<file path="config.mk">
export PLATFORM = sky130hd
export DESIGN_NAME = uef_top
export DESIGN_NICKNAME = d
export VERILOG_FILES = /design/src/verilog/uef_pkg.sv /design/src/verilog/uef_pin_sync.sv /design/src/verilog/uef_fifo.sv /design/src/verilog/uef_top.sv
export SDC_FILE = /design/constraint.sdc
export NUM_CORES = 1
export LEC_CHECK = 0
export BUFFER_PORTS_ARGS = -buffer_cell sky130_fd_sc_hd__buf_2
export CAP_MARGIN = 15
export CORE_MARGIN = 5
export CORE_UTILIZATION = 50
export CTS_BUF_LIST = sky130_fd_sc_hd__clkbuf_2
export CTS_CLUSTER_DIAMETER = 100
export CTS_CLUSTER_SIZE = 12
export DETAILED_ROUTE_END_ITERATION = 12
export PLACE_DENSITY_LB_ADDON = 0.1
export SYNTH_ARGS = -nofsm -noshare
export SYNTH_HDL_FRONTEND = slang
export SYNTH_SLANG_ARGS = --single-unit
</file>
<file path="constraint.sdc">
create_clock -name ref_clk -period 8.3 [get_ports ref_clk]
set_input_delay 0.83 -clock ref_clk [delete_from_list [all_inputs] [get_ports ref_clk]]
set_output_delay 0.83 -clock ref_clk [all_outputs]
set_load 0.1 [all_outputs]
</file>
<file path="src/verilog/uef_pkg.sv">
package uef_pkg;

    // ************************************************************
    // Sizes
    // ************************************************************
    localparam int DATA_W      = 8;
    localparam int FIFO_WIDTH  = 8;
    localparam int FIFO_DEPTH  = 16;
    localparam int SYNC_STAGES = 3;
    localparam int ADDR_W      = 4;
    localparam int XCHAR_NUM   = 4;

    // ************************************************************
    // Register indices on the host port
    // ************************************************************
    localparam logic [3:0] IDX_EFR     = 4'h0;
    localparam logic [3:0] IDX_IER     = 4'h1;
    localparam logic [3:0] IDX_ISR     = 4'h2;
    localparam logic [3:0] IDX_FCR     = 4'h3;
    localparam logic [3:0] IDX_MCR     = 4'h4;
    localparam logic [3:0] IDX_RESUME1 = 4'h5;
    localparam logic [3:0] IDX_PAUSE2  = 4'h8;

    // Flow character slots, offset from IDX_RESUME1
    localparam logic [1:0] X_RESUME1 = 2'h0;
    localparam logic [1:0] X_RESUME2 = 2'h1;
    localparam logic [1:0] X_PAUSE1  = 2'h2;
    localparam logic [1:0] X_PAUSE2  = 2'h3;

    // ************************************************************
    // Reset values, field positions and gated bits
    // ************************************************************
    localparam logic [7:0] EFR_RESET    = 8'h00;
    localparam logic [7:0] REG_RESET    = 8'h00;
    localparam logic [7:0] IER_ENH_MASK = 8'hF0;
    localparam logic [7:0] ISR_ENH_MASK = 8'h30;
    localparam logic [7:0] FCR_ENH_MASK = 8'h30;
    localparam logic [7:0] MCR_ENH_MASK = 8'hE0;
    localparam int         ISR_SPECIAL  = 4;
    localparam int         MCR_RTS      = 1;

    localparam logic [1:0] SEL_NONE   = 2'h0;
    localparam logic [1:0] SEL_SECOND = 2'h1;
    localparam logic [1:0] SEL_FIRST  = 2'h2;
    localparam logic [1:0] SEL_BOTH   = 2'h3;

    // ************************************************************
    // Types
    // ************************************************************
    typedef struct packed {
        logic       auto_cts;
        logic       auto_rts;
        logic       special_det;
        logic       enh_write;
        logic [1:0] tx_sel;
        logic [1:0] rx_sel;
    } uef_efr_t;

    typedef struct packed {
        logic              wr;
        logic [ADDR_W-1:0] addr;
        logic [DATA_W-1:0] wdata;
    } uef_host_req_t;

    typedef struct packed {
        logic              valid;
        logic [DATA_W-1:0] data;
    } uef_char_t;

    typedef enum logic {TX_IDLE, TX_BUSY} uef_tx_state_t;

endpackage

</file>
<file path="src/verilog/uef_pin_sync.sv">
`timescale 1ns/100ps
module uef_pin_sync
    import uef_pkg::*;
(
    input  wire logic ref_clk,
    input  wire logic rst_n,
    input  wire logic pin,
    output logic      level
);

    logic [SYNC_STAGES-1:0] stage;

    always_ff @(posedge ref_clk or negedge rst_n) begin
        if (!rst_n) begin
            stage <= '0;
        end else begin
            stage <= {stage[SYNC_STAGES-2:0], pin};
        end
    end

    // Only accept a change once the two late stages agree
    always_ff @(posedge ref_clk or negedge rst_n) begin
        if (!rst_n) begin
            level <= 1'b0;
        end else if (stage[1] == stage[2]) begin
            level <= stage[2];
        end
    end

endmodule

</file>
<file path="src/verilog/uef_fifo.sv">
`timescale 1ns/100ps
module uef_fifo
    import uef_pkg::*;
#(
    parameter int WIDTH = FIFO_WIDTH,
    parameter int DEPTH = FIFO_DEPTH
) (
    input  wire logic             ref_clk,
    input  wire logic             rst_n,
    input  wire logic [WIDTH-1:0] in_data,
    input  wire logic             in_valid,
    output logic                  in_ready,
    output logic      [WIDTH-1:0] out_data,
    output logic                  out_valid,
    input  wire logic             out_ready
);

    localparam int AW = $clog2(DEPTH);

    logic [WIDTH-1:0] mem [DEPTH];
    logic [AW-1:0]    wr_ptr;
    logic [AW-1:0]    rd_ptr;
    logic [AW:0]      count;
    logic [AW:0]      next_count;
    logic             push;
    logic             pop;

    assign push      = in_valid && in_ready;
    assign pop       = out_valid && out_ready;
    assign out_valid = (count != '0);
    assign out_data  = mem[rd_ptr];

    always_comb begin
        next_count = count;
        if (push && !pop) begin
            next_count = count + 1'b1;
        end else if (pop && !push) begin
            next_count = count - 1'b1;
        end
    end

    always_ff @(posedge ref_clk or negedge rst_n) begin
        if (!rst_n) begin
            count    <= '0;
            in_ready <= 1'b0;
            wr_ptr   <= '0;
            rd_ptr   <= '0;
        end else begin
            count    <= next_count;
            in_ready <= (next_count != (AW+1)'(DEPTH));
            if (push) begin
                wr_ptr <= wr_ptr + 1'b1;
            end
            if (pop) begin
                rd_ptr <= rd_ptr + 1'b1;
            end
        end
    end

    always_ff @(posedge ref_clk) begin
        if (push) begin
            mem[wr_ptr] <= in_data;
        end
    end

endmodule

</file>
<file path="src/verilog/uef_top.sv">
`timescale 1ns/100ps
// Overview of operation
// - Auto clear-to-send on: pin high stops transmit, pin low lets it resume.
// - Auto request-to-send: flag at trigger level, pin high at trigger plus one.
// - Auto request-to-send: pin returns low once level falls below trigger minus one.
// - Hardware flow off: request-to-send pin follows the inverted modem control bit only.
// - Special detect: match on second pause char still stores it, sets status bit 4.
// - Flow character bit 0 compares with received character bit 0.
// - Enhanced write bit gates upper interrupt, status, FIFO and modem bits.
// - Enhanced feature register is all zero after reset.
// - Dual-character modes send the pair as two sequential characters; receive matches it so only when both selects are dual.
// - Low four enhanced feature bits choose software flow for transmit and receive.
// - Bits 3:2 pick transmitted pair; bits 1:0 pick received comparison.
module uef_top
    import uef_pkg::*;
(
    input  wire logic                ref_clk,
    input  wire logic                rstn,
    input  wire uef_host_req_t       host_req,
    output logic        [DATA_W-1:0] host_rdata,
    input  wire logic                clear_to_send_pin_per_channel,
    output logic                     request_to_send_pin,
    input  wire logic        [7:0]   rx_fifo_level,
    input  wire logic        [7:0]   rx_trig_level,
    output logic                     rx_trig_flag,
    input  wire uef_char_t           rx_in,
    output uef_char_t                rx_store,
    input  wire logic        [DATA_W-1:0] tx_in_data,
    input  wire logic                tx_in_valid,
    output logic                     tx_in_ready,
    output uef_char_t                tx_out,
    input  wire logic                tx_done,
    input  wire logic                send_pause_req,
    input  wire logic                send_resume_req,
    output logic                     remote_paused
);

    // ************************************************************
    // Reset release
    // ************************************************************
    logic [1:0] rst_pipe;
    logic       rst_n;

    always_ff @(posedge ref_clk or negedge rstn) begin
        if (!rstn) begin
            rst_pipe <= 2'h0;
        end else begin
            rst_pipe <= {rst_pipe[0], 1'b1};
        end
    end
    assign rst_n = rst_pipe[1];

    // ************************************************************
    // Host registers
    // ************************************************************
    uef_efr_t          enhanced_feature_control;
    logic [7:0]        interrupt_enable_reg;
    logic [7:0]        interrupt_status_reg;
    logic [7:0]        fifo_control_reg;
    logic [7:0]        modem_control_reg;
    logic [7:0]        xchar [XCHAR_NUM];
    logic              special_hit;
    logic [3:0]        xidx;

    function automatic logic [7:0] gated_write(input logic [7:0] old_v, input logic [7:0] new_v,
                                               input logic [7:0] mask, input logic en);
        gated_write = en ? new_v : ((old_v & mask) | (new_v & ~mask));
    endfunction

    function automatic logic char_eq(input logic [7:0] a, input logic [7:0] b);
        char_eq = (a == b);
    endfunction

    assign xidx = host_req.addr - IDX_RESUME1;

    always_ff @(posedge ref_clk or negedge rst_n) begin
        if (!rst_n) begin
            enhanced_feature_control <= EFR_RESET;
        end else if (host_req.wr && host_req.addr == IDX_EFR) begin
            enhanced_feature_control <= host_req.wdata;
        end
    end

    always_ff @(posedge ref_clk or negedge rst_n) begin
        if (!rst_n) begin
            interrupt_enable_reg <= REG_RESET;
            fifo_control_reg <= REG_RESET;
            modem_control_reg <= REG_RESET;
        end else if (host_req.wr) begin
            if (host_req.addr == IDX_IER) begin
                interrupt_enable_reg <= gated_write(interrupt_enable_reg, host_req.wdata, IER_ENH_MASK, enhanced_feature_control.enh_write);
            end else if (host_req.addr == IDX_FCR) begin
                fifo_control_reg <= gated_write(fifo_control_reg, host_req.wdata, FCR_ENH_MASK, enhanced_feature_control.enh_write);
            end else if (host_req.addr == IDX_MCR) begin
                modem_control_reg <= gated_write(modem_control_reg, host_req.wdata, MCR_ENH_MASK, enhanced_feature_control.enh_write);
            end
        end
    end

    // Only the enhanced status bits are held here; a detection wins over a write
    always_ff @(posedge ref_clk or negedge rst_n) begin
        if (!rst_n) begin
            interrupt_status_reg <= REG_RESET;
        end else begin
            if (host_req.wr && host_req.addr == IDX_ISR && enhanced_feature_control.enh_write) begin
                interrupt_status_reg <= host_req.wdata & ISR_ENH_MASK;
            end
            if (special_hit) begin
                interrupt_status_reg[ISR_SPECIAL] <= 1'b1;
            end
        end
    end

    always_ff @(posedge ref_clk or negedge rst_n) begin
        if (!rst_n) begin
            for (int i = 0; i < XCHAR_NUM; i++) begin
                xchar[i] <= REG_RESET;
            end
        end else if (host_req.wr && host_req.addr >= IDX_RESUME1 && host_req.addr <= IDX_PAUSE2) begin
            xchar[xidx[1:0]] <= host_req.wdata;
        end
    end

    always_ff @(posedge ref_clk or negedge rst_n) begin
        if (!rst_n) begin
            host_rdata <= '0;
        end else if (host_req.addr == IDX_EFR) begin
            host_rdata <= enhanced_feature_control;
        end else if (host_req.addr == IDX_IER) begin
            host_rdata <= interrupt_enable_reg;
        end else if (host_req.addr == IDX_ISR) begin
            host_rdata <= interrupt_status_reg;
        end else if (host_req.addr == IDX_FCR) begin
            host_rdata <= fifo_control_reg;
        end else if (host_req.addr == IDX_MCR) begin
            host_rdata <= modem_control_reg;
        end else if (host_req.addr >= IDX_RESUME1 && host_req.addr <= IDX_PAUSE2) begin
            host_rdata <= xchar[xidx[1:0]];
        end else begin
            host_rdata <= '0;
        end
    end

    // ************************************************************
    // Request-to-send
    // ************************************************************
    logic       rts_stop;
    logic       next_rts_stop;
    logic [8:0] lvl9;
    logic [8:0] trig9;

    assign lvl9  = {1'b0, rx_fifo_level};
    assign trig9 = {1'b0, rx_trig_level};

    always_comb begin
        next_rts_stop = rts_stop;
        if (!enhanced_feature_control.auto_rts) begin
            next_rts_stop = 1'b0;
        end else if (lvl9 >= trig9 + 9'h001) begin
            next_rts_stop = 1'b1;
        end else if (lvl9 + 9'h001 < trig9) begin
            next_rts_stop = 1'b0;
        end
    end

    always_ff @(posedge ref_clk or negedge rst_n) begin
        if (!rst_n) begin
            rts_stop            <= 1'b0;
            request_to_send_pin <= 1'b1;
            rx_trig_flag        <= 1'b0;
        end else begin
            rts_stop            <= next_rts_stop;
            request_to_send_pin <= enhanced_feature_control.auto_rts ? next_rts_stop : ~modem_control_reg[MCR_RTS];
            rx_trig_flag        <= enhanced_feature_control.auto_rts && (lvl9 >= trig9);
        end
    end

    // ************************************************************
    // Receive comparison
    // ************************************************************
    logic store_hit;
    logic set_pause;
    logic set_resume;
    logic half_pause;
    logic half_resume;
    logic next_half_pause;
    logic next_half_resume;

    // A lone first character of a pair is swallowed; payload must not contain it
    always_comb begin
        store_hit        = 1'b0;
        special_hit      = 1'b0;
        set_pause        = 1'b0;
        set_resume       = 1'b0;
        next_half_pause  = half_pause;
        next_half_resume = half_resume;
        if (rx_in.valid) begin
            next_half_pause  = 1'b0;
            next_half_resume = 1'b0;
            if (enhanced_feature_control.special_det) begin
                store_hit   = 1'b1;
                special_hit = char_eq(rx_in.data, xchar[X_PAUSE2]);
            end else if (enhanced_feature_control.rx_sel == SEL_FIRST) begin
                set_pause  = char_eq(rx_in.data, xchar[X_PAUSE1]);
                set_resume = char_eq(rx_in.data, xchar[X_RESUME1]);
                store_hit  = !(set_pause || set_resume);
            end else if (enhanced_feature_control.rx_sel == SEL_SECOND) begin
                set_pause  = char_eq(rx_in.data, xchar[X_PAUSE2]);
                set_resume = char_eq(rx_in.data, xchar[X_RESUME2]);
                store_hit  = !(set_pause || set_resume);
            end else if (enhanced_feature_control.rx_sel == SEL_BOTH && enhanced_feature_control.tx_sel == SEL_BOTH) begin
                if (half_pause && char_eq(rx_in.data, xchar[X_PAUSE2])) begin
                    set_pause = 1'b1;
                end else if (half_resume && char_eq(rx_in.data, xchar[X_RESUME2])) begin
                    set_resume = 1'b1;
                end else if (char_eq(rx_in.data, xchar[X_PAUSE1])) begin
                    next_half_pause = 1'b1;
                end else if (char_eq(rx_in.data, xchar[X_RESUME1])) begin
                    next_half_resume = 1'b1;
                end else begin
                    store_hit = 1'b1;
                end
            end else if (enhanced_feature_control.rx_sel == SEL_BOTH) begin
                set_pause  = char_eq(rx_in.data, xchar[X_PAUSE1]) || char_eq(rx_in.data, xchar[X_PAUSE2]);
                set_resume = char_eq(rx_in.data, xchar[X_RESUME1]) || char_eq(rx_in.data, xchar[X_RESUME2]);
                store_hit  = !(set_pause || set_resume);
            end else begin
                store_hit = 1'b1;
            end
        end
    end

    always_ff @(posedge ref_clk or negedge rst_n) begin
        if (!rst_n) begin
            half_pause    <= 1'b0;
            half_resume   <= 1'b0;
            remote_paused <= 1'b0;
            rx_store      <= '0;
        end else begin
            half_pause    <= next_half_pause;
            half_resume   <= next_half_resume;
            rx_store      <= {store_hit, rx_in.data};
            if (enhanced_feature_control.rx_sel == SEL_NONE || enhanced_feature_control.special_det) begin
                remote_paused <= 1'b0;
            end else if (set_pause) begin
                remote_paused <= 1'b1;
            end else if (set_resume) begin
                remote_paused <= 1'b0;
            end
        end
    end

    // ************************************************************
    // Transmit path
    // ************************************************************
    logic                 cts_level;
    logic                 cts_block;
    logic                 fifo_valid;
    logic                 fifo_ready;
    logic [DATA_W-1:0]    fifo_data;
    uef_tx_state_t        tx_state;
    logic                 flow_pend;
    logic                 flow_kind;
    logic                 flow_step;
    logic                 flow_sending;
    logic                 flow_finish;
    logic [DATA_W-1:0]    flow_char;
    logic                 use_second;

    uef_pin_sync u_cts_sync (
        .ref_clk (ref_clk),
        .rst_n   (rst_n),
        .pin     (clear_to_send_pin_per_channel),
        .level   (cts_level)
    );

    uef_fifo #(
        .WIDTH (FIFO_WIDTH),
        .DEPTH (FIFO_DEPTH)
    ) u_tx_fifo (
        .ref_clk   (ref_clk),
        .rst_n     (rst_n),
        .in_data   (tx_in_data),
        .in_valid  (tx_in_valid),
        .in_ready  (tx_in_ready),
        .out_data  (fifo_data),
        .out_valid (fifo_valid),
        .out_ready (fifo_ready)
    );

    assign cts_block   = enhanced_feature_control.auto_cts && cts_level;
    assign use_second  = flow_step || (enhanced_feature_control.tx_sel == SEL_SECOND);
    assign flow_char   = flow_kind ? xchar[use_second ? X_PAUSE2 : X_PAUSE1]
                                   : xchar[use_second ? X_RESUME2 : X_RESUME1];
    assign flow_finish = (tx_state == TX_BUSY) && tx_done && flow_sending;
    assign fifo_ready  = (tx_state == TX_IDLE) && !cts_block && !flow_pend && !remote_paused;

    // A request that lands on the last character's finishing cycle is kept, not lost
    always_ff @(posedge ref_clk or negedge rst_n) begin
        if (!rst_n) begin
            flow_pend <= 1'b0;
            flow_kind <= 1'b0;
            flow_step <= 1'b0;
        end else begin
            if (flow_finish) begin
                if (enhanced_feature_control.tx_sel == SEL_BOTH && !flow_step) begin
                    flow_step <= 1'b1;
                end else begin
                    flow_pend <= 1'b0;
                    flow_step <= 1'b0;
                end
            end
            if (enhanced_feature_control.tx_sel != SEL_NONE && (send_pause_req || send_resume_req)
                && (!flow_pend || !flow_sending || (flow_finish && (flow_step || enhanced_feature_control.tx_sel != SEL_BOTH)))) begin
                flow_pend <= 1'b1;
                flow_kind <= send_pause_req;
                flow_step <= 1'b0;
            end
        end
    end

    // Holding off only between characters keeps a started one whole
    always_ff @(posedge ref_clk or negedge rst_n) begin
        if (!rst_n) begin
            tx_state     <= TX_IDLE;
            tx_out       <= '0;
            flow_sending <= 1'b0;
        end else begin
            tx_out.valid <= 1'b0;
            case (tx_state)
                TX_IDLE: begin
                    if (!cts_block && flow_pend) begin
                        tx_out       <= {1'b1, flow_char};
                        flow_sending <= 1'b1;
                        tx_state     <= TX_BUSY;
                    end else if (fifo_valid && fifo_ready) begin
                        tx_out       <= {1'b1, fifo_data};
                        flow_sending <= 1'b0;
                        tx_state     <= TX_BUSY;
                    end
                end
                TX_BUSY: begin
                    if (tx_done) begin
                        tx_state <= TX_IDLE;
                    end
                end
                default: tx_state <= TX_IDLE;
            endcase
        end
    end

    // ************************************************************
    // Checks
    // ************************************************************
    a_cts_hold: assert property (@(posedge ref_clk) disable iff (!rst_n)
        tx_out.valid |-> $past(!(enhanced_feature_control.auto_cts && cts_level)))
        else $error("character started while clear-to-send held off");
    a_char_whole: assert property (@(posedge ref_clk) disable iff (!rst_n)
        tx_out.valid |=> !tx_out.valid ##0 (tx_state == TX_BUSY))
        else $error("new character started before the current one ended");
    a_rts_auto_high: assert property (@(posedge ref_clk) disable iff (!rst_n)
        enhanced_feature_control.auto_rts && (lvl9 >= trig9 + 9'h001) |=> request_to_send_pin && rx_trig_flag)
        else $error("request-to-send not raised above trigger");
    a_rts_auto_low: assert property (@(posedge ref_clk) disable iff (!rst_n)
        enhanced_feature_control.auto_rts && (lvl9 + 9'h001 < trig9) |=> !request_to_send_pin)
        else $error("request-to-send not released below trigger minus one");
    a_rts_manual: assert property (@(posedge ref_clk) disable iff (!rst_n)
        !enhanced_feature_control.auto_rts |=> request_to_send_pin == !$past(modem_control_reg[MCR_RTS]))
        else $error("request-to-send ignores modem control bit");
    a_special_store: assert property (@(posedge ref_clk) disable iff (!rst_n)
        rx_in.valid && enhanced_feature_control.special_det && rx_in.data == xchar[X_PAUSE2]
        |=> rx_store.valid && interrupt_status_reg[ISR_SPECIAL])
        else $error("special character lost or not flagged");
    a_enh_latched: assert property (@(posedge ref_clk) disable iff (!rst_n)
        host_req.wr && host_req.addr == IDX_MCR && !enhanced_feature_control.enh_write
        |=> modem_control_reg[7:5] == $past(modem_control_reg[7:5]))
        else $error("latched modem control bits changed");
    a_efr_reset: assert property (@(posedge ref_clk)
        $rose(rst_n) |-> enhanced_feature_control == EFR_RESET)
        else $error("enhanced feature register not cleared by reset");
    a_pair_first: assert property (@(posedge ref_clk) disable iff (!rst_n)
        tx_out.valid && flow_sending && enhanced_feature_control.tx_sel == SEL_FIRST && !$past(flow_kind)
        |-> tx_out.data == xchar[X_RESUME1])
        else $error("wrong resume character sent");
    a_rx_discard: assert property (@(posedge ref_clk) disable iff (!rst_n)
        rx_in.valid && !enhanced_feature_control.special_det && enhanced_feature_control.rx_sel == SEL_FIRST && rx_in.data == xchar[X_PAUSE1]
        |=> !rx_store.valid && remote_paused)
        else $error("pause character not acted on");

endmodule

</file>
==> results of run 1 <==
-- power groups by stage --
stage               clock network [mW]  registers (mW)  logic, mW
floorplan                            0            1.91      0.791
global route                     0.594            1.82       1.30
CTS                              0.536            1.78       1.22
finish                           0.509            1.78       1.20
global placement                     0            1.80       1.19
detailed placement                   0            1.81       1.21
-- placed cells by master, fill, tap and decap left out, types with 18 or more instances in the layout --
master,synthesis,final
and2_1,19,19
a21oi_1,23,23
nand2_1,54,54
xnor2_1,44,44
ha_1,40,40
mux4_2,56,56
inv_1,25,25
mux2_2,63,63
nand3_1,18,18
buf_2,5,82
edfxtp_1,128,128
clkbuf_2,0,38
dfrtp_1,122,119
nor2_1,22,22
-- stage by stage --
step / total power, mW / utilization / worst slack, ps
4_1_cts: 3.54 / 0.549 / 5540
5_1_grt: 3.71 / 0.550 / 5430
3_5_place_dp: 3.02 / 0.539 / 5310
2_1_floorplan: 2.70 / - / 4620
6_report: 3.49 / 0.550 / 5650
3_3_place_gp: 2.99 / 0.539 / 5370
-- worst max-delay path by stage --
| stage | from | cells after the start | slack, ps | to |
|---|---|---|---|---|
| 3_3_place_gp | host_req[8] | 8 | 5370 | host_rdata[1] |
| 3_5_place_dp | host_req[8] | 8 | 5310 | host_rdata[3] |
| 2_1_floorplan | rst_pipe[1] | 0 | 4620 | enhanced_feature_control[0] |
| 5_1_grt | u_tx_fifo.count[1] | 7 | 5430 | tx_out[7] |
| 6_report | remote_paused | 1 | 5650 | remote_paused |
| 4_1_cts | remote_paused | 1 | 5540 | remote_paused |
-- logic make-up after synthesis --
group                    after synthesis  synth area share
flip-flops                           251             0.597
AND/OR/NAND/NOR                      162            0.0696
multiplexers                         121             0.173
AO/OA/AOI/OAI                         91            0.0526
buffers and inverters                 57            0.0197
XOR/XNOR                              55            0.0416
adder cells (fa/ha/maj)               43            0.0459
other                                  1          0.000324
-- layout make-up --
class / instances / area, um^2
fillers: 1889 / 10200
flip-flops and latches: 251 / 6930
multi-input cells: 473 / 4440
repair buffers: 87 / 453
well taps: 285 / 357
clock buffers: 38 / 190
inverters: 25 / 93.8
clock inverters: 3 / 23.8
diodes: 1 / 2.50
-- per-layer routing --
layer / vias to the layer above / global-route usage / share of wire
met5: - / 0 / 0
met4: 0 / 0.0450 / 0.019
met3: 40 / 0.0335 / 0.053
met2: 188 / 0.329 / 0.49
met1: 3490 / 0.273 / 0.44
li1: 3117 / - / -
==> flow_metrics.env, run 1 <==
export IMPL_status="completed"
export IMPL_maxCapViolations=0
export IMPL_syn_to_final_growth_pct=7.75
export IMPL_reg_top3="u_tx_fifo.mem x128, xchar x32"
export IMPL_synth_cell_types=55
export IMPL_netlist_area_mm2=0.0116
export IMPL_track_usage=0.197
export IMPL_setup_viol=0
export IMPL_largest_reg_flops=128
export IMPL_drt_antenna_violating_nets=0
export IMPL_grt_ovfl_total=0
export IMPL_tns_ps=0
export IMPL_reg2reg_depth=7
export IMPL_synth_main_ff_cell="edfxtp_1"
export IMPL_instances_no_fill=1163
export IMPL_clock_power_share=0.146
export IMPL_start_util=0.510
export IMPL_finalCritPeriodShare=0.319
export IMPL_die_x_um=162
export IMPL_insertion_delay_ps=840
export IMPL_required_ps=7470
export IMPL_worst_pin_slew_ps=890
export IMPL_switching_share=0.376
export IMPL_port_buffers=82
export IMPL_p_per_area_mw_per_mm2=280
export IMPL_synthTopCellsByCount="128 x edfxtp_1, 122 x dfrtp_1, 63 x mux2_2, 56 x mux4_2, 54 x nand2_1"
export IMPL_worstHoldStart="tx_done"
export IMPL_worstHoldEndpoint="tx_state"
export IMPL_cts_tree="yes"
export IMPL_clockRootBuffer="clkbuf_2"
export IMPL_cts_hold_buffers=2
export IMPL_p_sw_mw=1.31
export IMPL_power_internal_mw=2.18
export IMPL_grt_antenna_before_repair=1
export IMPL_crit_buf_inv=1
export IMPL_slew_headroom=0.407
export IMPL_cp_max_fo=5
export IMPL_leakage_nw=4.95
export IMPL_yosysMostFrequentCell="edfxtp_1"
export IMPL_synth_top_area_cell="edfxtp_1"
export IMPL_synth_area_top_cells="edfxtp_1 33%, dfrtp_1 26%, mux4_2 11%, mux2_2 6.1%, ha_1 4.3%"
export IMPL_numPlacedInstances=1118
export IMPL_core_region_area_mm2=0.0227
export IMPL_cp_cell_sequence="buf_2"
export IMPL_postPlaceCellArea_mm2=0.0122
export IMPL_seqPwrFrac=0.510
export IMPL_start_kind="flop"
export IMPL_netlist_instances=781
export IMPL_num_vias=6835
export IMPL_finClkSkew_ps=78.3
export IMPL_finalInstanceArea_mm2=0.0125
export IMPL_critPathKind="flop to output port"
export IMPL_die_y_um=162
export IMPL_vdd_drop_max_mv=0.203
export IMPL_ys_warn_count=0
export IMPL_r2r_setup_slack_ps=5680
export IMPL_clock_sink_count=251
export IMPL_first_iter_violations=378
export IMPL_top_register="u_tx_fifo.mem"
export IMPL_fp_row_count=55
export IMPL_synth_seq_cells=251
export IMPL_syn_avg_cell_area_um2=14.8
export IMPL_grt_pass1_vias=7254
export IMPL_cts_buffers=25
export IMPL_min_path_type="input port to flop"
export IMPL_cts_setup_buffers=0
export IMPL_post_cts_resized=0
export IMPL_cts_buffer_depth=3
export IMPL_wl_per_cell_um=21.9
export IMPL_synth_top_cell_area_share=0.332
export IMPL_holdWs_ps=189
export IMPL_r2r_end="tx_out[7]"
export IMPL_drive_gt1_frac=0.291
export IMPL_slew_viol_final=0
export IMPL_routed_wl_mm=25.5
export IMPL_cpPeakStageDelay_ps=510
export IMPL_first_pass_iters=7
export IMPL_synth_net_count=874
export IMPL_grt_pass1_wl_mm=40.9
export IMPL_hold_path_depth=2
export IMPL_viasPerCell=5.88
export IMPL_ys_seq_area_frac=0.597
export IMPL_io_pin_count=83
export IMPL_ys_async_sr_fraction=0.490
export IMPL_synth_edf_count=128
export IMPL_grt_max_degree=69
export IMPL_htree_levels=1
export IMPL_endpoint_kind="output port"
export IMPL_fmax_mhz=377
export IMPL_rsz0062_at_grt="false"
export IMPL_hold_viol_final=0
export IMPL_dieArea_mm2=0.0263
export IMPL_cp_slowest_cell="dfrtp_1"
export IMPL_crit_arrival_ps=1820
export IMPL_r2r_start="u_tx_fifo.count[1]"
export IMPL_crit_family="flip-flops"
export IMPL_drc=0
export IMPL_comb_power_share=0.344
export IMPL_clkSlewWorstSetupHoldPaths_ps=260
export IMPL_dp_hpwl_mm=18.5
export IMPL_finalCriticalPeriod_ps=2650
export IMPL_layout_nets=956
export IMPL_place_congestion=0.929
No activity file was read; power rests on OpenSTA's default activity.
==> inputs of run 2 (changes only) <==
- clock period: 8.3 -> 2.23 ns (I/O delays scaled with it)
==> flow_metrics.env, run 2 (same netlist as run 1, synthesis figures left out) <==
export IMPL_status="completed"
export IMPL_clkSlewWorstSetupHoldPaths_ps=230
export IMPL_cp_cell_sequence="dlygate4sd3_1, buf_2, nor2_1, and2_1, nand3_1, mux2_2, dlygate4sd3_1"
export IMPL_worst_pin_slew_ps=577
export IMPL_endpoint_kind="flop"
export IMPL_grt_antenna_before_repair=1
export IMPL_reg_top3="u_tx_fifo.mem x128, xchar x32"
export IMPL_slew_viol_final=0
export IMPL_htree_levels=1
export IMPL_port_buffers=82
export IMPL_finalInstanceArea_mm2=0.0132
export IMPL_leakage_nw=5.30
export IMPL_core_region_area_mm2=0.0227
export IMPL_final_core_util=0.582
export IMPL_first_pass_iters=5
export IMPL_min_path_type="input port to flop"
export IMPL_required_ps=2990
export IMPL_postPlaceCellArea_mm2=0.0125
export IMPL_start_util=0.510
export IMPL_finalCritPeriodShare=0.976
export IMPL_largest_reg_flops=128
export IMPL_io_pin_count=83
export IMPL_vdd_drop_max_mv=0.612
export IMPL_path_common_cell="dlygate4sd3_1"
export IMPL_hold_viol_final=0
export IMPL_routed_wl_mm=26.2
export IMPL_place_congestion=0.857
export IMPL_slew_headroom=0.613
export IMPL_instances_no_fill=1231
export IMPL_crit_arrival_ps=2930
export IMPL_die_x_um=162
export IMPL_viasPerCell=5.77
export IMPL_layout_nets=1021
export IMPL_numPlacedInstances=1137
export IMPL_cp_startpoint="host_req[10]"
export IMPL_fmax_mhz=459
export IMPL_drc=0
export IMPL_wl_per_cell_um=21.3
export IMPL_grt_pass1_vias=7503
export IMPL_insertion_delay_ps=840
export IMPL_setup_viol=0
export IMPL_finClkSkew_ps=81.6
export IMPL_drt_antenna_violating_nets=0
export IMPL_start_kind="input port"
export IMPL_top_register="u_tx_fifo.mem"
export IMPL_cp_slowest_cell="dlygate4sd3_1"
export IMPL_r2r_start="u_tx_fifo.count[0]"
export IMPL_power_mw=13.4
export IMPL_clock_sink_count=251
export IMPL_drive_gt1_frac=0.298
export IMPL_cp_max_fo=10
export IMPL_clockRootBuffer="clkbuf_2"
export IMPL_grt_ovfl_total=0
export IMPL_cts_buffers=24
export IMPL_cpPeakStageDelay_ps=550
export IMPL_cts_tree="yes"
export IMPL_die_y_um=162
export IMPL_worstHoldStart="host_req[9]"
export IMPL_finalCriticalPeriod_ps=2180
export IMPL_syn_to_final_growth_pct=14.1
export IMPL_cts_buffer_depth=3
export IMPL_num_vias=7097
export IMPL_maxCapViolations=0
export IMPL_holdWs_ps=103
export IMPL_critPathKind="input port to flop"
export IMPL_first_iter_violations=556
export IMPL_mostFrequentLayoutCell="edfxtp_1"
export IMPL_grt_pass1_wl_mm=41.7
export IMPL_dieArea_mm2=0.0263
export IMPL_p_per_area_mw_per_mm2=1010
export IMPL_layout_common_cells="128 x edfxtp_1, 119 x dfrtp_1, 82 x buf_2"
export IMPL_fp_row_count=55
export IMPL_grt_max_degree=66
export IMPL_dp_hpwl_mm=18.8
export IMPL_track_usage=0.201
==> run 2: changes by cell type in the layout (fill, tap and decap cells not counted), sizes merged <==
cell / delta
inv: -1
dlygate4sd3: +46
clkbuf: +3
clkinv: +1
buf: +21
clkinvlp: -2
==> run 2: worst paths after layout <==
kind                                       end  slack [ps]  cells after the start
hold / removal                   host_rdata[5]         100                      5
max in group asynchronous  request_to_send_pin        1120                      1
setup / recovery           fifo_control_reg[2]          50                      7
setup reg to reg            u_tx_fifo.in_ready         100                      8
min in group asynchronous          rst_pipe[1]         200                      3
hold reg to reg                  remote_paused         230                      0
==> run 2: report_power, final <==
| part | switching, mW | internal (mW) | total, mW |
|---|---|---|---|
| registers | 0.680 | 5.70 | 6.38 |
| logic | 2.86 | 2.24 | 5.10 |
| clock network | 1.44 | 0.484 | 1.93 |
| total | 4.99 | 8.42 | 13.4 |
==> run 2: metal layers <==
layer | global-route usage | part of all wire | vias up
met5 | 0 | 0 | -
met4 | 0.0369 | 0.018 | 0
met3 | 0.0289 | 0.044 | 30
met2 | 0.335 | 0.49 | 173
met1 | 0.286 | 0.45 | 3646
li1 | - | - | 3248
==> run 2: cell type report <==
type | instances | area (um^2)
timing repair buffer | 153 | 1160
tap | 285 | 357
clock buffer | 42 | 210
antenna | 1 | 2.50
clock inverter | 1 | 8.76
sequential | 251 | 6930
multi-input combinational | 473 | 4460
fill | 1810 | 9490
inverter | 25 | 93.8
==> run 2: per-stage QoR <==
stage / worst slack [ps] / TNS [ps]
2_1_floorplan: 59.1 / 0
6_report: 52.5 / 0
3_3_place_gp: 119 / 0
5_1_grt: -10.7 / -10.7
3_5_place_dp: -52.9 / -52.9
4_1_cts: 2.44 / 0
==> run 2: critical path: cells and delay by family <==
family / cells / cell delay, ps
buffers and inverters: 3 / 1240
muxes: 1 / 370
and+or+nand+nor: 3 / 1080
==> run 2: timing repair <==
action | CTS | global route
gates cloned | 0 | 0
hold buffers | 47 | 1
setup buffers | 0 | 2
gates resized for setup | 1 | 6
endpoints found under the hold margin | 232 | 1
endpoints found under the setup margin | 1 | 9
==> inputs of run 3 (changes only) <==
- CTS_BUF_LIST: sky130_fd_sc_hd__clkbuf_2 -> sky130_fd_sc_hd__clkbuf_4 sky130_fd_sc_hd__clkbuf_8
- SYNTH_HIERARCHICAL: unset -> 1
==> flow_metrics.env, run 3 <==
export IMPL_status="completed"
export IMPL_synthAdderAreaFrac=0.0426
export IMPL_cp_slowest_cell="or4_1"
export IMPL_fp_row_count=55
export IMPL_critPathKind="flop to flop"
export IMPL_ys_async_sr_fraction=0.490
export IMPL_place_congestion=0.875
export IMPL_clock_power_share=0.195
export IMPL_switching_share=0.353
export IMPL_cp_max_fo=4
export IMPL_first_pass_iters=5
export IMPL_syn_to_final_growth_pct=15.8
export IMPL_synth_compound_area_frac=0.0550
export IMPL_dieArea_mm2=0.0265
export IMPL_ys_seq_area_frac=0.594
export IMPL_viasPerCell=5.67
export IMPL_first_iter_violations=425
export IMPL_synth_main_ff_cell="edfxtp_1"
export IMPL_netlist_instances=786
export IMPL_die_y_um=163
export IMPL_rsz0062_at_grt="true"
export IMPL_clock_sink_count=251
export IMPL_seqPwrFrac=0.436
export IMPL_power_mw=14.6
export IMPL_mostFrequentLayoutCell="edfxtp_1"
export IMPL_slew_headroom=0.521
export IMPL_power_internal_mw=9.46
export IMPL_fin_ws_ps=8.74
export IMPL_finalCritPeriodShare=0.996
export IMPL_vdd_drop_max_mv=0.666
export IMPL_synth_edf_count=128
export IMPL_cts_buffer_depth=3
export IMPL_synthMuxAreaShare=0.179
export IMPL_cts_tree="yes"
export IMPL_finalCriticalPeriod_ps=2220
export IMPL_layout_common_cells="128 x edfxtp_1, 117 x dfrtp_1, 82 x buf_2"
export IMPL_required_ps=2660
export IMPL_synth_simple_area_share=0.0661
export IMPL_insertedDiodeCount=0
export IMPL_insertion_delay_ps=560
export IMPL_start_util=0.512
export IMPL_num_vias=7080
export IMPL_cpPeakStageDelay_ps=510
export IMPL_worst_pin_slew_ps=714
export IMPL_grt_pass1_wl_mm=42.4
export IMPL_routed_wl_mm=26.5
export IMPL_final_core_util=0.593
export IMPL_place_ws_ps=-109
export IMPL_comb_power_share=0.369
export IMPL_slew_viol_final=0
export IMPL_drc=0
export IMPL_holdWs_ps=42.8
export IMPL_postPlaceCellArea_mm2=0.0127
export IMPL_p_per_area_mw_per_mm2=1080
export IMPL_clockRootBuffer="clkbuf_8"
export IMPL_synth_seq_cells=251
export IMPL_finClkSkew_ps=17.9
export IMPL_clkSlewWorstSetupHoldPaths_ps=90
export IMPL_core_region_area_mm2=0.0228
export IMPL_hold_viol_final=0
export IMPL_port_buffers=82
export IMPL_grt_ovfl_total=0
export IMPL_p_sw_mw=5.17
export IMPL_cp_cell_sequence="inv_2, ha_2, or4b_4, and2_4, xnor2_2, nand2b_4, or4_1"
export IMPL_synth_top_area_cell="edfxtp_1"
export IMPL_synth_cell_types=60
export IMPL_largest_reg_flops=128
export IMPL_synthTopCellsByCount="128 x edfxtp_1, 122 x dfrtp_1, 62 x mux2_2, 49 x mux4_2, 47 x nand2_1"
export IMPL_endpoint_kind="flop"
export IMPL_finalInstanceArea_mm2=0.0135
export IMPL_top_register="u_tx_fifo/mem"
export IMPL_synth_xor_area_frac=0.0406
export IMPL_grt_pass1_vias=7636
export IMPL_min_path_type="input port to flop"
export IMPL_reg_top3="u_tx_fifo/mem x128, xchar x32"
export IMPL_synth_net_count=877
export IMPL_synth_top_cell_area_share=0.330
export IMPL_drt_antenna_violating_nets=0
export IMPL_syn_avg_cell_area_um2=14.8
export IMPL_start_kind="flop"
export IMPL_leakage_nw=5.39
export IMPL_grt_antenna_before_repair=0
export IMPL_maxCapViolations=0
export IMPL_htree_levels=1
export IMPL_setup_viol=0
export IMPL_yosysMostFrequentCell="edfxtp_1"
export IMPL_layout_nets=1009
export IMPL_crit_arrival_ps=2650
export IMPL_synth_top_family_by_area="multiplexers"
export IMPL_die_x_um=163
export IMPL_grt_max_degree=36
export IMPL_fmax_mhz=450
export IMPL_drive_gt1_frac=0.325
export IMPL_cts_buffers=24
export IMPL_ys_warn_count=6
export IMPL_io_pin_count=83
export IMPL_wl_per_cell_um=21.2
export IMPL_dp_hpwl_mm=18.6
export IMPL_track_usage=0.203
export IMPL_synth_area_top_cells="edfxtp_1 33%, dfrtp_1 26%, mux4_2 9.5%, mux2_2 6.0%, ha_1 4.1%"
export IMPL_netlist_area_mm2=0.0117
==> run 3: cell types whose count changed after synthesis, moves of 6 or more <==
cell	before	now
nand2_1	54	47
a22oi_1	8	0
mux2i_1	1	9
o21ai_0	16	22
o21ai_1	1	7
nor2_1	22	29
mux4_1	0	7
mux4_2	56	49
clkbuf_1	24	15
==> run 3: critical path: cells and delay by family, from the launching register on <==
family                     cells  cell delay [ps]
buffers and inverters          1               70
xor gates and xnor gates       1              140
adders and majority gates      1              170
DFF                            1              390
and+or+nand+nor                4             1320
==> run 3: cell families (layout without fill, tap and decap cells) <==
group | count (synthesis) | count (layout)
AOI/OAI and AO/OA | 96 | 96
adders and majority gates | 40 | 40
DFF | 251 | 251
muxes | 128 | 128
xor gates and xnor gates | 54 | 54
and+or+nand+nor | 156 | 156
buffers and inverters | 60 | 210
other | 1 | 1
==> run 3: repair_timing <==
action | 4_1_cts | 5_1_grt
endpoints found under the hold margin | 20 | 1
buffers inserted | 2 | 6
hold buffers | 17 | 1
pin swaps | 1 | 7
resized for setup | 1 | 14
setup endpoints to repair | 1 | 4
==> run 3: per-layer routing <==
| metal | vias to the layer above | GRT usage | wire [um] | part of all wire |
|---|---|---|---|---|
| li1 | 3236 | - | - | - |
| met1 | 3618 | 0.266 | 11000 | 0.42 |
| met2 | 178 | 0.358 | 13700 | 0.52 |
| met3 | 48 | 0.0296 | 1090 | 0.041 |
| met4 | 0 | 0.0538 | 716 | 0.027 |
| met5 | - | 0 | 0 | 0 |
==> run 3: worst paths after layout <==
kind                                     from                  end  slack (ps)  cells after the start
max                        u_tx_fifo/count[1]   u_tx_fifo/in_ready           9                      7
min                             tx_in_data[1]  u_tx_fifo/mem[3][1]          40                      1
max reg2reg                u_tx_fifo/count[1]   u_tx_fifo/in_ready           9                      7
min reg2reg                       rst_pipe[1]  u_tx_fifo/wr_ptr[1]         290                      0
max in group asynchronous         rst_pipe[1]  request_to_send_pin        1210                      1
min in group asynchronous         rst_pipe[1]  u_tx_fifo/wr_ptr[1]         290                      0
==> run 3: area by class of cell <==
cell class,instances,area [um^2]
clock buffer,43,473
clock inverter,1,16.3
fill,1785,9280
inverter,27,101
multi-input combinational,475,4540
sequential,251,6930
tap,313,392
timing repair buffer,139,1040
==> run 3: through the flow <==
step	std cells	setup TNS (ps)
floorplan	786	-79.0
global placement	1179	0
detailed placement	1179	-124
CTS	1242	0
global route	1249	-69.0
finish	1249	0
==> run 3: power by group through the flow <==
stage | clock, mW | sequential (mW) | combinational [mW]
floorplan | 0 | 7.16 | 2.95
global placement | 0 | 6.41 | 5.07
detailed placement | 0 | 6.46 | 5.16
CTS | 2.94 | 6.37 | 5.24
global route | 3.16 | 6.47 | 5.80
finish | 2.85 | 6.38 | 5.40
